===== src/ptm_pkg.sv =====
// Shared constants and types for the periodic timer unit.
package ptm_pkg;

   localparam int CNT_W = 10;

   // Register offsets on the byte-wide register port.
   localparam logic [3:0] ADDR_CONTROL_ZERO = 4'h0;
   localparam logic [3:0] ADDR_CONTROL_ONE = 4'h1;
   localparam logic [3:0] ADDR_COUNT_LOW = 4'h2;
   localparam logic [3:0] ADDR_COUNT_HIGH = 4'h3;
   localparam logic [3:0] ADDR_CMPA_LOW = 4'h4;
   localparam logic [3:0] ADDR_CMPA_HIGH = 4'h5;
   localparam logic [3:0] ADDR_PERIOD_LOW = 4'h6;
   localparam logic [3:0] ADDR_PERIOD_HIGH = 4'h7;
   localparam logic [3:0] ADDR_STATUS = 4'h8;

   // Bit positions.
   localparam int RUN_BIT = 3;
   localparam int FLAG_A_BIT = 0;
   localparam int FLAG_P_BIT = 1;

   // Values after reset and counter constants.
   localparam logic [7:0] REG_RESET = 8'h00;
   localparam logic [9:0] CNT_RESET = 10'h000;
   localparam logic [9:0] CNT_ONE = 10'h001;
   localparam logic [9:0] CNT_MAX = 10'h3FF;

   typedef enum logic [1:0] {
      MODE_COMPARE = 2'h0,
      MODE_CAPTURE = 2'h1,
      MODE_PWM = 2'h2,
      MODE_TIMER = 2'h3
   } ptm_mode_t;

   // Pin-action codes; the meaning depends on the mode.
   localparam logic [1:0] ACT_NONE = 2'h0;
   localparam logic [1:0] ACT_LOW = 2'h1;
   localparam logic [1:0] ACT_HIGH = 2'h2;
   localparam logic [1:0] ACT_TOGGLE = 2'h3;
   localparam logic [1:0] ACT_INACTIVE = 2'h0;
   localparam logic [1:0] ACT_ACTIVE = 2'h1;
   localparam logic [1:0] ACT_WAVE = 2'h2;
   localparam logic [1:0] ACT_SINGLE = 2'h3;

   typedef struct packed {
      ptm_mode_t mode;
      logic [1:0] action;
      logic oc;
      logic inv;
      logic rsv;
      logic cclr;
   } ptm_ctl_t;

   typedef struct packed {
      logic [3:0] addr;
      logic [7:0] wdata;
      logic wr;
      logic rd;
   } ptm_bus_t;

endpackage


===== src/ptm_top.sv =====
// Periodic timer unit: counter, comparators A and P, modes and output pin.
//
// Operation
// - Mode field 00 selects compare-match output mode.
// - Clear-source low: clear on P match or overflow; both flags raised.
// - Clear-source high: clear on A match; only A flag raised.
// - Compare A zero with clear-source high: counter runs to 3FF, no A flag.
// - Compare mode: pin changes on A match or run rise, never on P.
// - Pin action on A match: high, low, toggle, or none for zero.
// - Run bit rising edge restores pin to output-level control value.
// - Mode 11 counts and flags like compare mode, pin not driven.
// - Mode 10 is PWM: P sets period, A sets duty, clear-source ignored.
// - PWM period equals period value, or 1024 when it is zero.
// - Duty at or above period gives full-period active output.
// - PWM mode raises separate A and P match flags; single pulse raises only A.
// - PWM pin action enables waveform or forces fixed level.
// - Output-level bit sets PWM polarity; invert bit reverses the pin.
// - Run rising edge or trigger pin edge starts pulse and counter.
// - Pulse ends on run clear or A match; match clears run, flags.
// - Single pulse: counter zeroes only on run rise; period ignored.
// - Counter readable as low byte and high byte bits 9 to 8.
// - Compare A held in low byte plus high bits 1 to 0, reset zero.
// - Period held in low byte plus high bits 1 to 0, reset zero.
// - Run rise zeroes counter; run fall stops and keeps the count.
// - Compare pin actions 01, 10, 11: low, high, toggle.
`timescale 1ns/100ps
`default_nettype none

module ptm_top
   import ptm_pkg::*;
#(
   parameter int WIDTH = CNT_W
) (
   input wire logic clk,
   input wire logic resetn,
   input wire ptm_bus_t bus_req,
   output logic [7:0] rdata,
   input wire logic external_trigger_pin,
   output logic timer_output_pin,
   output logic timer_output_oe,
   output logic match_a_flag,
   output logic match_p_flag
);

   if (WIDTH != 10) begin : g_width_check
      $error("ptm_top supports a 10-bit counter only");
   end

   function automatic logic wr_at(input ptm_bus_t b, input logic [3:0] a);
      return b.wr && (b.addr == a);
   endfunction

   function automatic logic nz(input logic [9:0] v);
      return v != CNT_RESET;
   endfunction

   // Maps an active or inactive state onto the selected active level.
   function automatic logic act_level(input logic active, input logic oc);
      return active ? oc : ~oc;
   endfunction

   logic run_r;
   logic run_nxt;
   logic run_prev_r;
   logic run_prev_nxt;
   logic [9:0] cnt_r;
   logic [9:0] cnt_nxt;
   logic [9:0] cmpa_r;
   logic [9:0] cmpa_nxt;
   logic [9:0] per_r;
   logic [9:0] per_nxt;
   ptm_ctl_t ctl_r;
   ptm_ctl_t ctl_nxt;
   logic flag_a_r;
   logic flag_a_nxt;
   logic flag_p_r;
   logic flag_p_nxt;
   logic lvl_r;
   logic lvl_nxt;
   logic pin_r;
   logic pin_nxt;
   logic oe_r;
   logic oe_nxt;
   logic [7:0] rdata_r;
   logic [7:0] rdata_nxt;
   logic trig_s1_r;
   logic trig_s2_r;
   logic trig_s3_r;

   logic rise;
   logic counting;
   logic single;
   logic at_max;
   logic hit_a;
   logic hit_p;
   logic pwm_end;
   logic clear;
   logic ev_a;
   logic ev_p;
   logic trig_edge;
   logic pwm_active;
   logic [9:0] cnt_inc;
   logic [9:0] per_less;

   // Trigger pin synchroniser; the third stage only feeds the edge detector.
   // A trigger costs three cycles; a pin pulse under one cycle may be lost.
   always_ff @(posedge clk or negedge resetn) begin
      if (!resetn) begin
         trig_s1_r <= 1'b0;
         trig_s2_r <= 1'b0;
         trig_s3_r <= 1'b0;
      end else begin
         trig_s1_r <= external_trigger_pin;
         trig_s2_r <= trig_s1_r;
         trig_s3_r <= trig_s2_r;
      end
   end

   // Counter, comparators and events.
   // Events land in the flags one edge later, the same edge as the pin.
   always_comb begin
      rise = run_r & ~run_prev_r;
      counting = run_r & ~rise;
      single = (ctl_r.mode == MODE_PWM) && (ctl_r.action == ACT_SINGLE);
      at_max = cnt_r == CNT_MAX;
      cnt_inc = cnt_r + CNT_ONE;
      per_less = per_r - CNT_ONE;
      hit_a = nz(cmpa_r) && (cnt_r == cmpa_r);
      hit_p = nz(per_r) ? (cnt_r == per_r) : at_max;
      pwm_end = nz(per_r) ? (cnt_r == per_less) : at_max;
      trig_edge = trig_s2_r & ~trig_s3_r;
      clear = 1'b0;
      ev_a = 1'b0;
      ev_p = 1'b0;
      cnt_nxt = cnt_r;
      // Run rise zeroes, run low holds.
      if (rise) begin
         cnt_nxt = CNT_RESET;
      end else if (run_r) begin
         unique case (ctl_r.mode)
            MODE_COMPARE, MODE_TIMER: begin
               ev_a = hit_a;
               if (ctl_r.cclr) begin
                  clear = nz(cmpa_r) ? hit_a : at_max;
               end else begin
                  ev_p = hit_p;
                  clear = hit_p;
               end
               cnt_nxt = clear ? CNT_RESET : cnt_inc;
            end
            MODE_PWM: begin
               if (single) begin
                  ev_a = hit_a;
                  cnt_nxt = cnt_inc;
               end else begin
                  ev_a = hit_a;
                  ev_p = pwm_end;
                  cnt_nxt = pwm_end ? CNT_RESET : cnt_inc;
               end
            end
            MODE_CAPTURE: begin
               cnt_nxt = cnt_inc;
            end
         endcase
      end
   end

   // Register file, run bit and flags.
   always_comb begin
      ctl_nxt = ctl_r;
      cmpa_nxt = cmpa_r;
      per_nxt = per_r;
      run_nxt = run_r;
      run_prev_nxt = run_r;
      flag_a_nxt = flag_a_r;
      flag_p_nxt = flag_p_r;
      if (wr_at(bus_req, ADDR_CONTROL_ONE)) begin
         ctl_nxt = ptm_ctl_t'(bus_req.wdata);
         ctl_nxt.rsv = 1'b0;
      end
      if (wr_at(bus_req, ADDR_CMPA_LOW)) begin
         cmpa_nxt[7:0] = bus_req.wdata;
      end
      if (wr_at(bus_req, ADDR_CMPA_HIGH)) begin
         cmpa_nxt[9:8] = bus_req.wdata[1:0];
      end
      if (wr_at(bus_req, ADDR_PERIOD_LOW)) begin
         per_nxt[7:0] = bus_req.wdata;
      end
      if (wr_at(bus_req, ADDR_PERIOD_HIGH)) begin
         per_nxt[9:8] = bus_req.wdata[1:0];
      end
      if (single && trig_edge) begin
         run_nxt = 1'b1;
      end
      if (single && ev_a) begin
         run_nxt = 1'b0;
      end
      // A software write in the same cycle wins over the hardware changes.
      if (wr_at(bus_req, ADDR_CONTROL_ZERO)) begin
         run_nxt = bus_req.wdata[RUN_BIT];
      end
      // Write one to clear; a new event in the same cycle still sets.
      if (wr_at(bus_req, ADDR_STATUS)) begin
         if (bus_req.wdata[FLAG_A_BIT]) begin
            flag_a_nxt = 1'b0;
         end
         if (bus_req.wdata[FLAG_P_BIT]) begin
            flag_p_nxt = 1'b0;
         end
      end
      if (ev_a) begin
         flag_a_nxt = 1'b1;
      end
      if (ev_p) begin
         flag_p_nxt = 1'b1;
      end
   end

   // Output pin.
   always_comb begin
      lvl_nxt = lvl_r;
      if (rise) begin
         lvl_nxt = ctl_r.oc;
      end else if ((ctl_r.mode == MODE_COMPARE) && ev_a) begin
         unique case (ctl_r.action)
            ACT_NONE: lvl_nxt = lvl_r;
            ACT_LOW: lvl_nxt = 1'b0;
            ACT_HIGH: lvl_nxt = 1'b1;
            ACT_TOGGLE: lvl_nxt = ~lvl_r;
         endcase
      end
      // Duty at or above period stays active.
      pwm_active = counting && (cnt_r < cmpa_r);
      pin_nxt = 1'b0;
      oe_nxt = 1'b0;
      unique case (ctl_r.mode)
         MODE_COMPARE: begin
            // Only A events and the run rise move the level.
            pin_nxt = lvl_nxt ^ ctl_r.inv;
            oe_nxt = 1'b1;
         end
         MODE_PWM: begin
            oe_nxt = 1'b1;
            unique case (ctl_r.action)
               ACT_INACTIVE: pin_nxt = act_level(1'b0, ctl_r.oc) ^ ctl_r.inv;
               ACT_ACTIVE: pin_nxt = act_level(1'b1, ctl_r.oc) ^ ctl_r.inv;
               ACT_WAVE: pin_nxt = act_level(pwm_active, ctl_r.oc) ^ ctl_r.inv;
               ACT_SINGLE: pin_nxt = act_level(run_r, ctl_r.oc) ^ ctl_r.inv;
            endcase
         end
         // Timer mode leaves the pin free.
         MODE_TIMER, MODE_CAPTURE: begin
            pin_nxt = 1'b0;
            oe_nxt = 1'b0;
         end
      endcase
   end

   // Read data, valid in the cycle after the read strobe only.
   // Reads have no side effects, so software may poll the flags freely.
   always_comb begin
      rdata_nxt = REG_RESET;
      if (bus_req.rd) begin
         unique case (bus_req.addr)
            ADDR_CONTROL_ZERO: rdata_nxt[RUN_BIT] = run_r;
            ADDR_CONTROL_ONE: rdata_nxt = 8'(ctl_r);
            ADDR_COUNT_LOW: rdata_nxt = cnt_r[7:0];
            ADDR_COUNT_HIGH: rdata_nxt[1:0] = cnt_r[9:8];
            ADDR_CMPA_LOW: rdata_nxt = cmpa_r[7:0];
            ADDR_CMPA_HIGH: rdata_nxt[1:0] = cmpa_r[9:8];
            ADDR_PERIOD_LOW: rdata_nxt = per_r[7:0];
            ADDR_PERIOD_HIGH: rdata_nxt[1:0] = per_r[9:8];
            ADDR_STATUS: begin
               rdata_nxt[FLAG_A_BIT] = flag_a_r;
               rdata_nxt[FLAG_P_BIT] = flag_p_r;
            end
            default: rdata_nxt = REG_RESET;
         endcase
      end
   end

   always_ff @(posedge clk or negedge resetn) begin
      if (!resetn) begin
         run_r <= 1'b0;
         run_prev_r <= 1'b0;
         cnt_r <= CNT_RESET;
         cmpa_r <= CNT_RESET;
         per_r <= CNT_RESET;
         ctl_r <= ptm_ctl_t'(REG_RESET);
         flag_a_r <= 1'b0;
         flag_p_r <= 1'b0;
         lvl_r <= 1'b0;
         pin_r <= 1'b0;
         oe_r <= 1'b0;
         rdata_r <= REG_RESET;
      end else begin
         run_r <= run_nxt;
         run_prev_r <= run_prev_nxt;
         cnt_r <= cnt_nxt;
         cmpa_r <= cmpa_nxt;
         per_r <= per_nxt;
         ctl_r <= ctl_nxt;
         flag_a_r <= flag_a_nxt;
         flag_p_r <= flag_p_nxt;
         lvl_r <= lvl_nxt;
         pin_r <= pin_nxt;
         oe_r <= oe_nxt;
         rdata_r <= rdata_nxt;
      end
   end

   // The pin lags the counter by one cycle; acceptable against a slow load.
   assign rdata = rdata_r;
   assign timer_output_pin = pin_r;
   assign timer_output_oe = oe_r;
   assign match_a_flag = flag_a_r;
   assign match_p_flag = flag_p_r;

endmodule

`default_nettype wire


===== config.mk =====
export PLATFORM = sky130hd
export DESIGN_NAME = ptm_top
export DESIGN_NICKNAME = d
export VERILOG_FILES = /design/src/ptm_pkg.sv /design/src/ptm_top.sv
export SDC_FILE = /design/constraint.sdc
export NUM_CORES = 1
export LEC_CHECK = 0
export ABC_AREA = 1
export BUFFER_PORTS_ARGS = -buffer_cell sky130_fd_sc_hd__buf_2
export CAP_MARGIN = 5
export CORE_ASPECT_RATIO = 0.7
export CORE_MARGIN = 2
export CORE_UTILIZATION = 50
export CTS_CLUSTER_DIAMETER = 120
export DETAILED_ROUTE_END_ITERATION = 10
export PLACE_DENSITY = 0.66
export REMOVE_ABC_BUFFERS = 1
export SYNTH_ARGS = -nofsm -noshare
export SYNTH_HDL_FRONTEND = slang
export SYNTH_SLANG_ARGS = --single-unit

===== constraint.sdc =====
create_clock -name clk -period 2.5 [get_ports clk]
set_input_delay 0.5 -clock clk [delete_from_list [all_inputs] [get_ports clk]]
set_output_delay 0.5 -clock clk [all_outputs]
set_load 0.01 [all_outputs]

* Word-level counts from Yosys, hierarchy flattened
Cells that the tools add are included.
** Storage, ports and cells
- Input bits :: 17
- Bits in registers :: 55
- Output and inout port bits :: 12
** Cells by class
- Muxes and demuxes :: 43
- Eq/ne operators :: 18
- Add/subtract/negate cells :: 2
- Reduce and logical (&&, ||, !) cells :: 30
- Magnitude comparators :: 1
- Bitwise logic cells :: 13
** Operators by type and width (count)
- two-way mux 10 bit :: 5
- == test 10 bit :: 3
- one-hot mux 10 bit (3 select lines) :: 1
- two-way mux 1 bit :: 27
- nonzero test 10 bit :: 2
- == test 4 x 3 -> 1 bit, second input constant :: 4
- one-hot mux 2 bit (8 select lines) :: 1
- one-hot mux 4 bit (4 select lines) :: 1
- logical AND 1 bit :: 13
- one-hot mux 1 bit (4 select lines) :: 3
- adder 10 x 1 -> 10 bit, second input constant :: 1
- == test 10 bit, second input constant :: 1
- < comparator 10 bit :: 1
- nonzero test 2 bit :: 5
- subtractor 10 x 1 -> 10 bit, second input constant :: 1
- == test 2 bit, second input constant :: 4
- == test 4 x 2 -> 1 bit, second input constant :: 2
- two-way mux 8 bit :: 1
- OR reduction 2 bit :: 3
- inverter 1 bit :: 5
- one-hot mux 1 bit (5 select lines) :: 1
- bitwise XOR 1 bit :: 5
- == test 2 x 1 -> 1 bit, second input constant :: 2
- == test 4 x 1 -> 1 bit, second input constant :: 1
- 9 further kinds :: 14

* Depth between registers and ports, before layout
Gate-level depths: netlist of run 1.
- Depth in word-level cells :: 11
- Gate-level depth with buffers :: 16
- Gate-level depth less buffers :: 16

* Least setup slack after synthesis of run 1
No wires, ideal clock.
- Path kind :: register -> register
- From :: register cnt_r[9]
- To :: register cnt_r[0]
- Clock period less this slack :: 1.791 ns
- Arrival time :: 1.675 ns
- Library setup time :: 0.116 ns
- Data required time :: 2.384 ns
- Path slack :: 0.709 ns
- Cell stages (with the launch flop) :: 13
- Path buffers :: 0
- Cells stage by stage :: dfrtp_1 > ha_1 > nand2_1 > nor2_1 > nand3_1 > nor2_1 > inv_1 > nand2_1 > nand3_2 > nand3_2 > nor2_1 > nand2_1 > nand2_1
** Between the ends
- Longest elaborated chain between the ends :: 11
- Elaborated cells on any way between the ends :: 18
** RTL lines
- from (decl) :: RTL line ptm_top.sv:66 : logic [9:0] cnt_r;
- from (signal assigned) :: RTL line ptm_top.sv:300 : cnt_r <= cnt_nxt;
- == test 10 bit :: RTL line ptm_top.sv:128 : hit_a = nz(cmpa_r) && (cnt_r == cmpa_r);
- logical AND 1 bit :: RTL line ptm_top.sv:128
- two-way mux 1 bit :: RTL line ptm_top.sv:144 : clear = nz(cmpa_r) ? hit_a : at_max;
- two-way mux 1 bit :: RTL line ptm_top.sv:143 : if (ctl_r.cclr) begin
- two-way mux 1 bit :: RTL line ptm_top.sv:140 : unique case (ctl_r.mode)
- two-way mux 1 bit :: RTL line ptm_top.sv:139 : end else if (run_r) begin
- two-way mux 1 bit :: RTL line ptm_top.sv:137 : if (rise) begin
- two-way mux 10 bit :: RTL line ptm_top.sv:149 : cnt_nxt = clear ? CNT_RESET : cnt_inc;
- one-hot mux 10 bit (3 select lines) * :: RTL line ptm_top.sv:140
- two-way mux 10 bit * :: RTL line ptm_top.sv:139
- two-way mux 10 bit * :: RTL line ptm_top.sv:137
Every way passes the cells marked *; elsewhere a longest branch is shown, timed or not. The select of a mux whose other input is x is not followed.
A chain may end at the register's enable or synchronous reset.

* Worst setup path after layout of run 1
- From :: register cnt_r[0]
- To :: register cnt_r[0]
The elaborated chain is that of the path after synthesis.

==> results.json, run 1 <==
{
  "rows": 25,
  "post-dp-hpwl_mm": 7.295,
  "yosys_warnings": 0,
  "viasPerCell": 5.344,
  "p_leak_uw": 0.002031,
  "async_flop_share_pct": 100.0,
  "cts_setup_buffers": 0,
  "run_status": "completed",
  "fin_crit_sh_pct": 89.15,
  "gp_congestion": 0.9813,
  "drc_errors": 0,
  "antenna_cells": 0,
  "synth_cell_types": 37,
  "die-area_sq_mm": 0.007761,
  "hold_class": "input pin to asynchronous set/reset pin",
  "tightest_slew_ns": 0.5276,
  "grt_usage_pct": 26.19,
  "avgSynthCellArea_sq_um": 7.356,
  "drv_cap": 0,
  "final_antenna_net_count": 0,
  "cp-end-kind": "flip-flop",
  "clkTransAtPathRegs_ns": 0.10,
  "fillers": 644,
  "routedWlPerCell_um": 15.53,
  "syn_to_final_growth_pct": 10.42,
  "clockRootBuffer": "clkbuf_8",
  "postCtsHoldBufs": 0,
  "critPathArrivalTime_ns": 2.45,
  "via_count": 3249,
  "path_max_fanout": 9,
  "cts_made_buffers": 5,
  "required_ns": 2.72,
  "rr_startpoint": "cnt_r[0]$_DFFE_PN0P_",
  "whs_ns": 0.1481,
  "worstRegToRegCells": 12,
  "initial_utilization_pct": 52.02,
  "finalSetupViolations": 0,
  "die_h_um": 74.31,
  "grt_overflow_total": 0,
  "htreeDepth": 2,
  "cts_max_path_buffers": 2,
  "crit_type": "flip-flop to flip-flop",
  "synth_edf_count": 0,
  "grt_max_degree": 56,
  "hold_viol_final": 0,
  "yosysTopAreaCell": "dfrtp_1",
  "antenna_found_initial": 0,
  "dieWidth_um": 104.4,
  "power.density_mw_per_mm2": 692.6,
  "clk_latency_ns": 0.32,
  "wl_mm": 9.442,
  "synth-seq-area-share_pct": 38.98,
  "design.core.area_sq_mm": 0.006788,
  "ys_seq_elements": 55,
  "cts_resized": 0,
  "post-route-util_pct": 57.44,
  "io_pins": 29,
  "timing.fmax_mhz": 448.7,
  "crit_start": "cnt_r[0]$_DFFE_PN0P_",
  "drt-initial-drc-count": 241,
  "r2r_slack_ns": 0.27,
  "cts_sinks": 55,
  "slew_headroom_pct": 64.74,
  "period_needed_ns": 2.229,
  "cp-endpoint": "cnt_r[0]$_DFFE_PN0P_",
  "drtPass1Iterations": 4,
  "grt_pass1_vias": 3073,
  "post-synth-top-area-fraction_pct": 38.98,
  "synthFlopType": "dfrtp_1",
  "fin_tns_setup_ns": 0,
  "skew_ns": 0.007496,
  "grt_pass1_wl_mm": 15.60,
  "syn_area_sq_mm": 0.003531,
  "synth_area_leaders": "dfrtp_1 (39%), nand2_1 (14%), inv_1 (7.4%), nor2_1 (6.3%), ha_1 (6.0%)",
  "slew_viol_final": 0,
  "syn_inst": 480,
  "ir_worst_vdd_v": 0.0004282,
  "drive_gt1_share_pct": 12.26,
  "fin_nets": 547,
  "cts_tree": "done",
  "numPortBuffers": 28,
  "rsz0062_at_grt": "no",
  "r2r_end": "cnt_r[0]$_DFFE_PN0P_",
  "start_kind": "flip-flop"
}
-- flip-flops by register name (all words and copies together) (netlist names) --
| name | count |
|---|---|
| cmpa_r | 10 |
| cnt_r | 10 |
| ctl_r | 7 |
| lvl_r | 1 |
| match_a_flag | 1 |
| match_p_flag | 1 |
| per_r | 10 |
| rdata | 8 |
| run_prev_nxt | 1 |
| run_prev_r | 1 |
| timer_output_oe | 1 |
| timer_output_pin | 1 |
| trig_s1_r | 1 |
| trig_s2_r | 1 |
| trig_s3_r | 1 |
-- metal layers --
layer	vias to the layer above	track usage [%]	share of wire [%]
met5	-	0	0
met4	0	8.108	2.1
met3	17	6.223	7.8
met2	119	39.00	41
met1	1517	38.13	50
li1	1596	-	-
-- cell families (layout without fill, tap and decap cells) --
family	Yosys count	in the layout	synth area share (%)
DFF	55	55	38.98
and+or+nand+nor	243	243	30.16
buffers and inverters	81	115	9.142
AOI/OAI and AO/OA	65	65	10.99
xor gates and xnor gates	19	19	4.713
adders and majority gates	17	17	6.024
-- cell usage after synthesis, drive strengths merged (2+ instances only) --
cell type,instances
nand2,135
inv,71
nor2,64
dfrtp,55
o21ai,35
nand3,31
ha,17
xor2,12
a221oi,9
o22ai,9
xnor2,7
a21oi,6
buf,6
nand4,5
clkbuf,4
nor3,4
o31ai,2
or2,2
-- stage by stage --
step	area [sq um]	setup WS, ns	cells	power (uW)
finish	3899	0.2712	608	2700
global route	3899	0.06833	608	2909
CTS	3896	0.3032	608	2695
detailed placement	3805	0.3299	600	2175
global placement	3805	0.3764	600	2152
floorplan	3475	0.6565	470	1870
-- placed cells by master, fill, tap and decap left out, types with 5 or more instances in the layout --
cell      count
o21ai_0      34
a21oi_1       6
nand4_1       5
clkbuf_8      5
nand3_1      26
nand2_1     131
nor2_1       58
xor2_1       12
dfrtp_1      55
xnor2_1       7
nor2_2        5
o22ai_1       9
buf_2        28
inv_1        70
ha_1         17
a221oi_1      9
buf_4         7
-- layout make-up --
| class | count | area [sq um] | share of cell area (%) |
|---|---|---|---|
| multi-input cells | 344 | 1834 | 47.05 |
| flip-flops and latches | 55 | 1376 | 35.30 |
| inverters | 71 | 266.5 | 6.836 |
| repair buffers | 36 | 212.7 | 5.456 |
| well taps | 94 | 117.6 | 3.017 |
| clock buffers | 5 | 68.82 | 1.765 |
| clock inverters | 3 | 22.52 | 0.5777 |
-- report_power, final --
| part | total, uW | leakage (uW) | internal [uW] | switching, uW |
|---|---|---|---|---|
| Sequential | 1260 | 0.000710 | 1040 | 225 |
| Clock | 524 | 0.0000485 | 202 | 322 |
| Combinational | 912 | 0.00127 | 346 | 566 |
-- worst max-delay path, cell delays in order (launching register included) --
cell and delay [ns]:
dfrtp_1 0.59, ha_1 0.28, nand2_2 0.08, nor2_2 0.15, nand4_1 0.15, nor3_2 0.20
nand3_2 0.10, nand2_1 0.09, nand3_2 0.18, nand3_2 0.14, nor2_1 0.05, nand2_1 0.07
nand2_1 0.05
-- how the worst min path moves through the flow --
stage	from	cells after the start	slack [ns]	end
final	resetn	2	0.15	per_r[8]$_DFFE_PN0P_
after global placement	trig_s1_r$_DFF_PN0_	0	0.33	trig_s2_r$_DFF_PN0_
after CTS	resetn	2	0.18	per_r[9]$_DFFE_PN0P_
after floorplan	resetn	0	0.20	cmpa_r[0]$_DFFE_PN0P_
after global routing	resetn	2	0.19	per_r[9]$_DFFE_PN0P_
after detailed placement	trig_s1_r$_DFF_PN0_	0	0.34	trig_s2_r$_DFF_PN0_
Power figures use the tool's default switching activity.
==> run 2: changes to the inputs <==
--- a/config.mk
+++ b/config.mk
@@ -5,7 +5,6 @@
 export SDC_FILE = /design/constraint.sdc
 export NUM_CORES = 1
 export LEC_CHECK = 0
-export ABC_AREA = 1
 export BUFFER_PORTS_ARGS = -buffer_cell sky130_fd_sc_hd__buf_2
 export CAP_MARGIN = 5
 export CORE_ASPECT_RATIO = 0.7
==> results.json, run 2 <==
{
  "drc_errors": 0,
  "hold_class": "input pin to asynchronous set/reset pin",
  "final_common_cell": "dfrtp_1",
  "post-dp-hpwl_mm": 7.892,
  "fin_tns_setup_ns": 0,
  "crit_type": "flip-flop to flip-flop",
  "clockRootBuffer": "clkbuf_8",
  "ys_seq_elements": 55,
  "drtPass1Iterations": 5,
  "design.core.area_sq_mm": 0.006788,
  "power.density_mw_per_mm2": 737.3,
  "p_seq_share_pct": 39.9,
  "fin_area_sq_mm": 0.004279,
  "synth_edf_count": 0,
  "synth_common_cells": "dfrtp_1 (55), nor2_1 (29), mux2_2 (27)",
  "wl_mm": 10.66,
  "htreeDepth": 2,
  "switching_power_uw": 1259,
  "antenna_found_initial": 0,
  "syn_area_sq_mm": 0.003510,
  "synth_cell_types": 55,
  "whs_ns": 0.1217,
  "drt-initial-drc-count": 262,
  "routedWlPerCell_um": 20.46,
  "hold_viol_final": 0,
  "yosysTopAreaCell": "dfrtp_1",
  "antenna_cells": 0,
  "syn_to_final_growth_pct": 21.93,
  "die-area_sq_mm": 0.007716,
  "crit_start": "per_r[2]$_DFFE_PN0P_",
  "required_ns": 2.71,
  "tightest_slew_ns": 0.5003,
  "cp-end-kind": "flip-flop",
  "final_antenna_net_count": 0,
  "initial_utilization_pct": 51.71,
  "grt_usage_pct": 27.90,
  "slew_headroom_pct": 66.64,
  "cts_tree": "done",
  "synth_most_common_cell": "dfrtp_1",
  "fin_nets": 460,
  "post-route-util_pct": 63.04,
  "skew_ns": 0.008091,
  "post-synth-top-area-fraction_pct": 39.22,
  "rr_startpoint": "per_r[2]$_DFFE_PN0P_",
  "cts_max_path_buffers": 2,
  "p_sw_share_pct": 39.90,
  "dieWidth_um": 104.1,
  "async_flop_share_pct": 100.0,
  "die_h_um": 74.10,
  "grt_pass1_vias": 2878,
  "start_kind": "flip-flop",
  "period_needed_ns": 2.464,
  "rsz0062_at_grt": "yes",
  "viasPerCell": 6.186,
  "cts_sinks": 55,
  "cts_made_buffers": 5,
  "p_int_uw": 1896,
  "drive_gt1_share_pct": 32.55,
  "p_clk_share_pct": 17.4,
  "grt_max_degree": 37,
  "p_leak_uw": 0.001891,
  "avgSynthCellArea_sq_um": 9.803,
  "ir_worst_vdd_v": 0.0004571,
  "grt_pass1_wl_mm": 16.28,
  "pwr-share-comb_pct": 42.7,
  "critPathArrivalTime_ns": 2.67,
  "drv_cap": 0,
  "clk_latency_ns": 0.32,
  "via_count": 3223,
  "synth_area_leaders": "dfrtp_1 (39%), mux2_2 (8.7%), ha_1 (6.1%), nor2_1 (3.1%), xnor2_1 (3.0%)",
  "rows": 25,
  "finalSetupViolations": 0,
  "grt_overflow_total": 0,
  "reg_top3": "cmpa_r (10), cnt_r (10), per_r (10)",
  "yosys_warnings": 0,
  "fillers": 575,
  "numPortBuffers": 28,
  "place_area_sq_mm": 0.003981,
  "postCtsHoldBufs": 0,
  "timing.fmax_mhz": 405.9,
  "path_max_fanout": 8,
  "clkTransAtPathRegs_ns": 0.11,
  "io_pins": 29,
  "fin_crit_sh_pct": 98.55,
  "syn_inst": 358,
  "mostFrequentLayoutCells": "dfrtp_1 (49), buf_4 (46), nor2_1 (29), buf_2 (28), mux2_2 (27)",
  "synth-seq-area-share_pct": 39.22,
  "run_status": "completed",
  "synthFlopType": "dfrtp_1",
  "slew_viol_final": 0,
  "gp_congestion": 0.9615
}
## run 2: final cells by class
type / instances / area, sq um / area share (%)
inverters: 26 / 97.59 / 2.281
multi-input cells: 262 / 2066 / 48.27
clock buffers: 5 / 68.82 / 1.608
flip-flops and latches: 55 / 1384 / 32.34
well taps: 94 / 117.6 / 2.749
repair buffers: 76 / 516.7 / 12.08
clock inverters: 3 / 28.78 / 0.6725
## run 2: path summary, 6_finish.rpt
path                                             end  slack, ns  cells past startpoint
worst max-delay path            cnt_r[2]$_DFFE_PN0P_       0.04                      7
worst min-delay path              rdata[1]$_DFF_PN0_       0.12                      1
worst max register to register  cnt_r[2]$_DFFE_PN0P_       0.04                      7
worst min register to register   trig_s2_r$_DFF_PN0_       0.38                      0
max in group asynchronous       per_r[2]$_DFFE_PN0P_       1.79                      2
min in group clk                 trig_s1_r$_DFF_PN0_       0.28                      1
## run 2: power groups by stage
stage	sequential (uW)	combinational (uW)	clock [uW]
global route	1280	1440	599
floorplan	1270	671	0
CTS	1240	1220	555
finish	1260	1350	548
global placement	1260	1180	0
detailed placement	1260	1190	0
## run 2: logic make-up after synthesis
group                      synth area share [%]
buffers and inverters                     4.528
DFF                                       39.22
xor gates and xnor gates                  3.993
adders and majority gates                 6.060
and+or+nand+nor                           20.00
muxes                                     9.804
AOI/OAI and AO/OA                         16.40
## run 2: through the flow
stage / power [uW] / setup WS, ns / std cells
3_3_place_gp: 2435 / 0.04373 / 499
4_1_cts: 3017 / 0.004490 / 510
3_5_place_dp: 2448 / -0.01132 / 499
2_1_floorplan: 1937 / 0.1473 / 342
5_1_grt: 3324 / -0.09650 / 521
6_report: 3155 / 0.03630 / 521
## run 2: per-layer routing
layer / wire length, um / vias to the layer above / global-route usage (%) / part of all wire (%)
li1: - / 1463 / - / -
met1: 5097 / 1552 / 42.38 / 48
met2: 4291 / 189 / 40.28 / 40
met3: 1090 / 19 / 7.099 / 10
met4: 178 / 0 / 5.706 / 1.7
met5: 0 / - / 0 / 0
## run 2: critical path, cell delays in order, from the launching register on
cell,delay (ns)
dfrtp_2,0.48
nor4_4,0.38
o211ai_1,0.18
a21bo_2,0.24
a2111oi_4,0.38
a31oi_4,0.25
o2111ai_1,0.31
o221ai_2,0.13
## run 2: what timing repair did
action	CTS	global route
pin swaps	1	12
endpoints found under the setup margin	3	11
cloned	0	1
buffers inserted	3	10
gates resized for setup	3	19
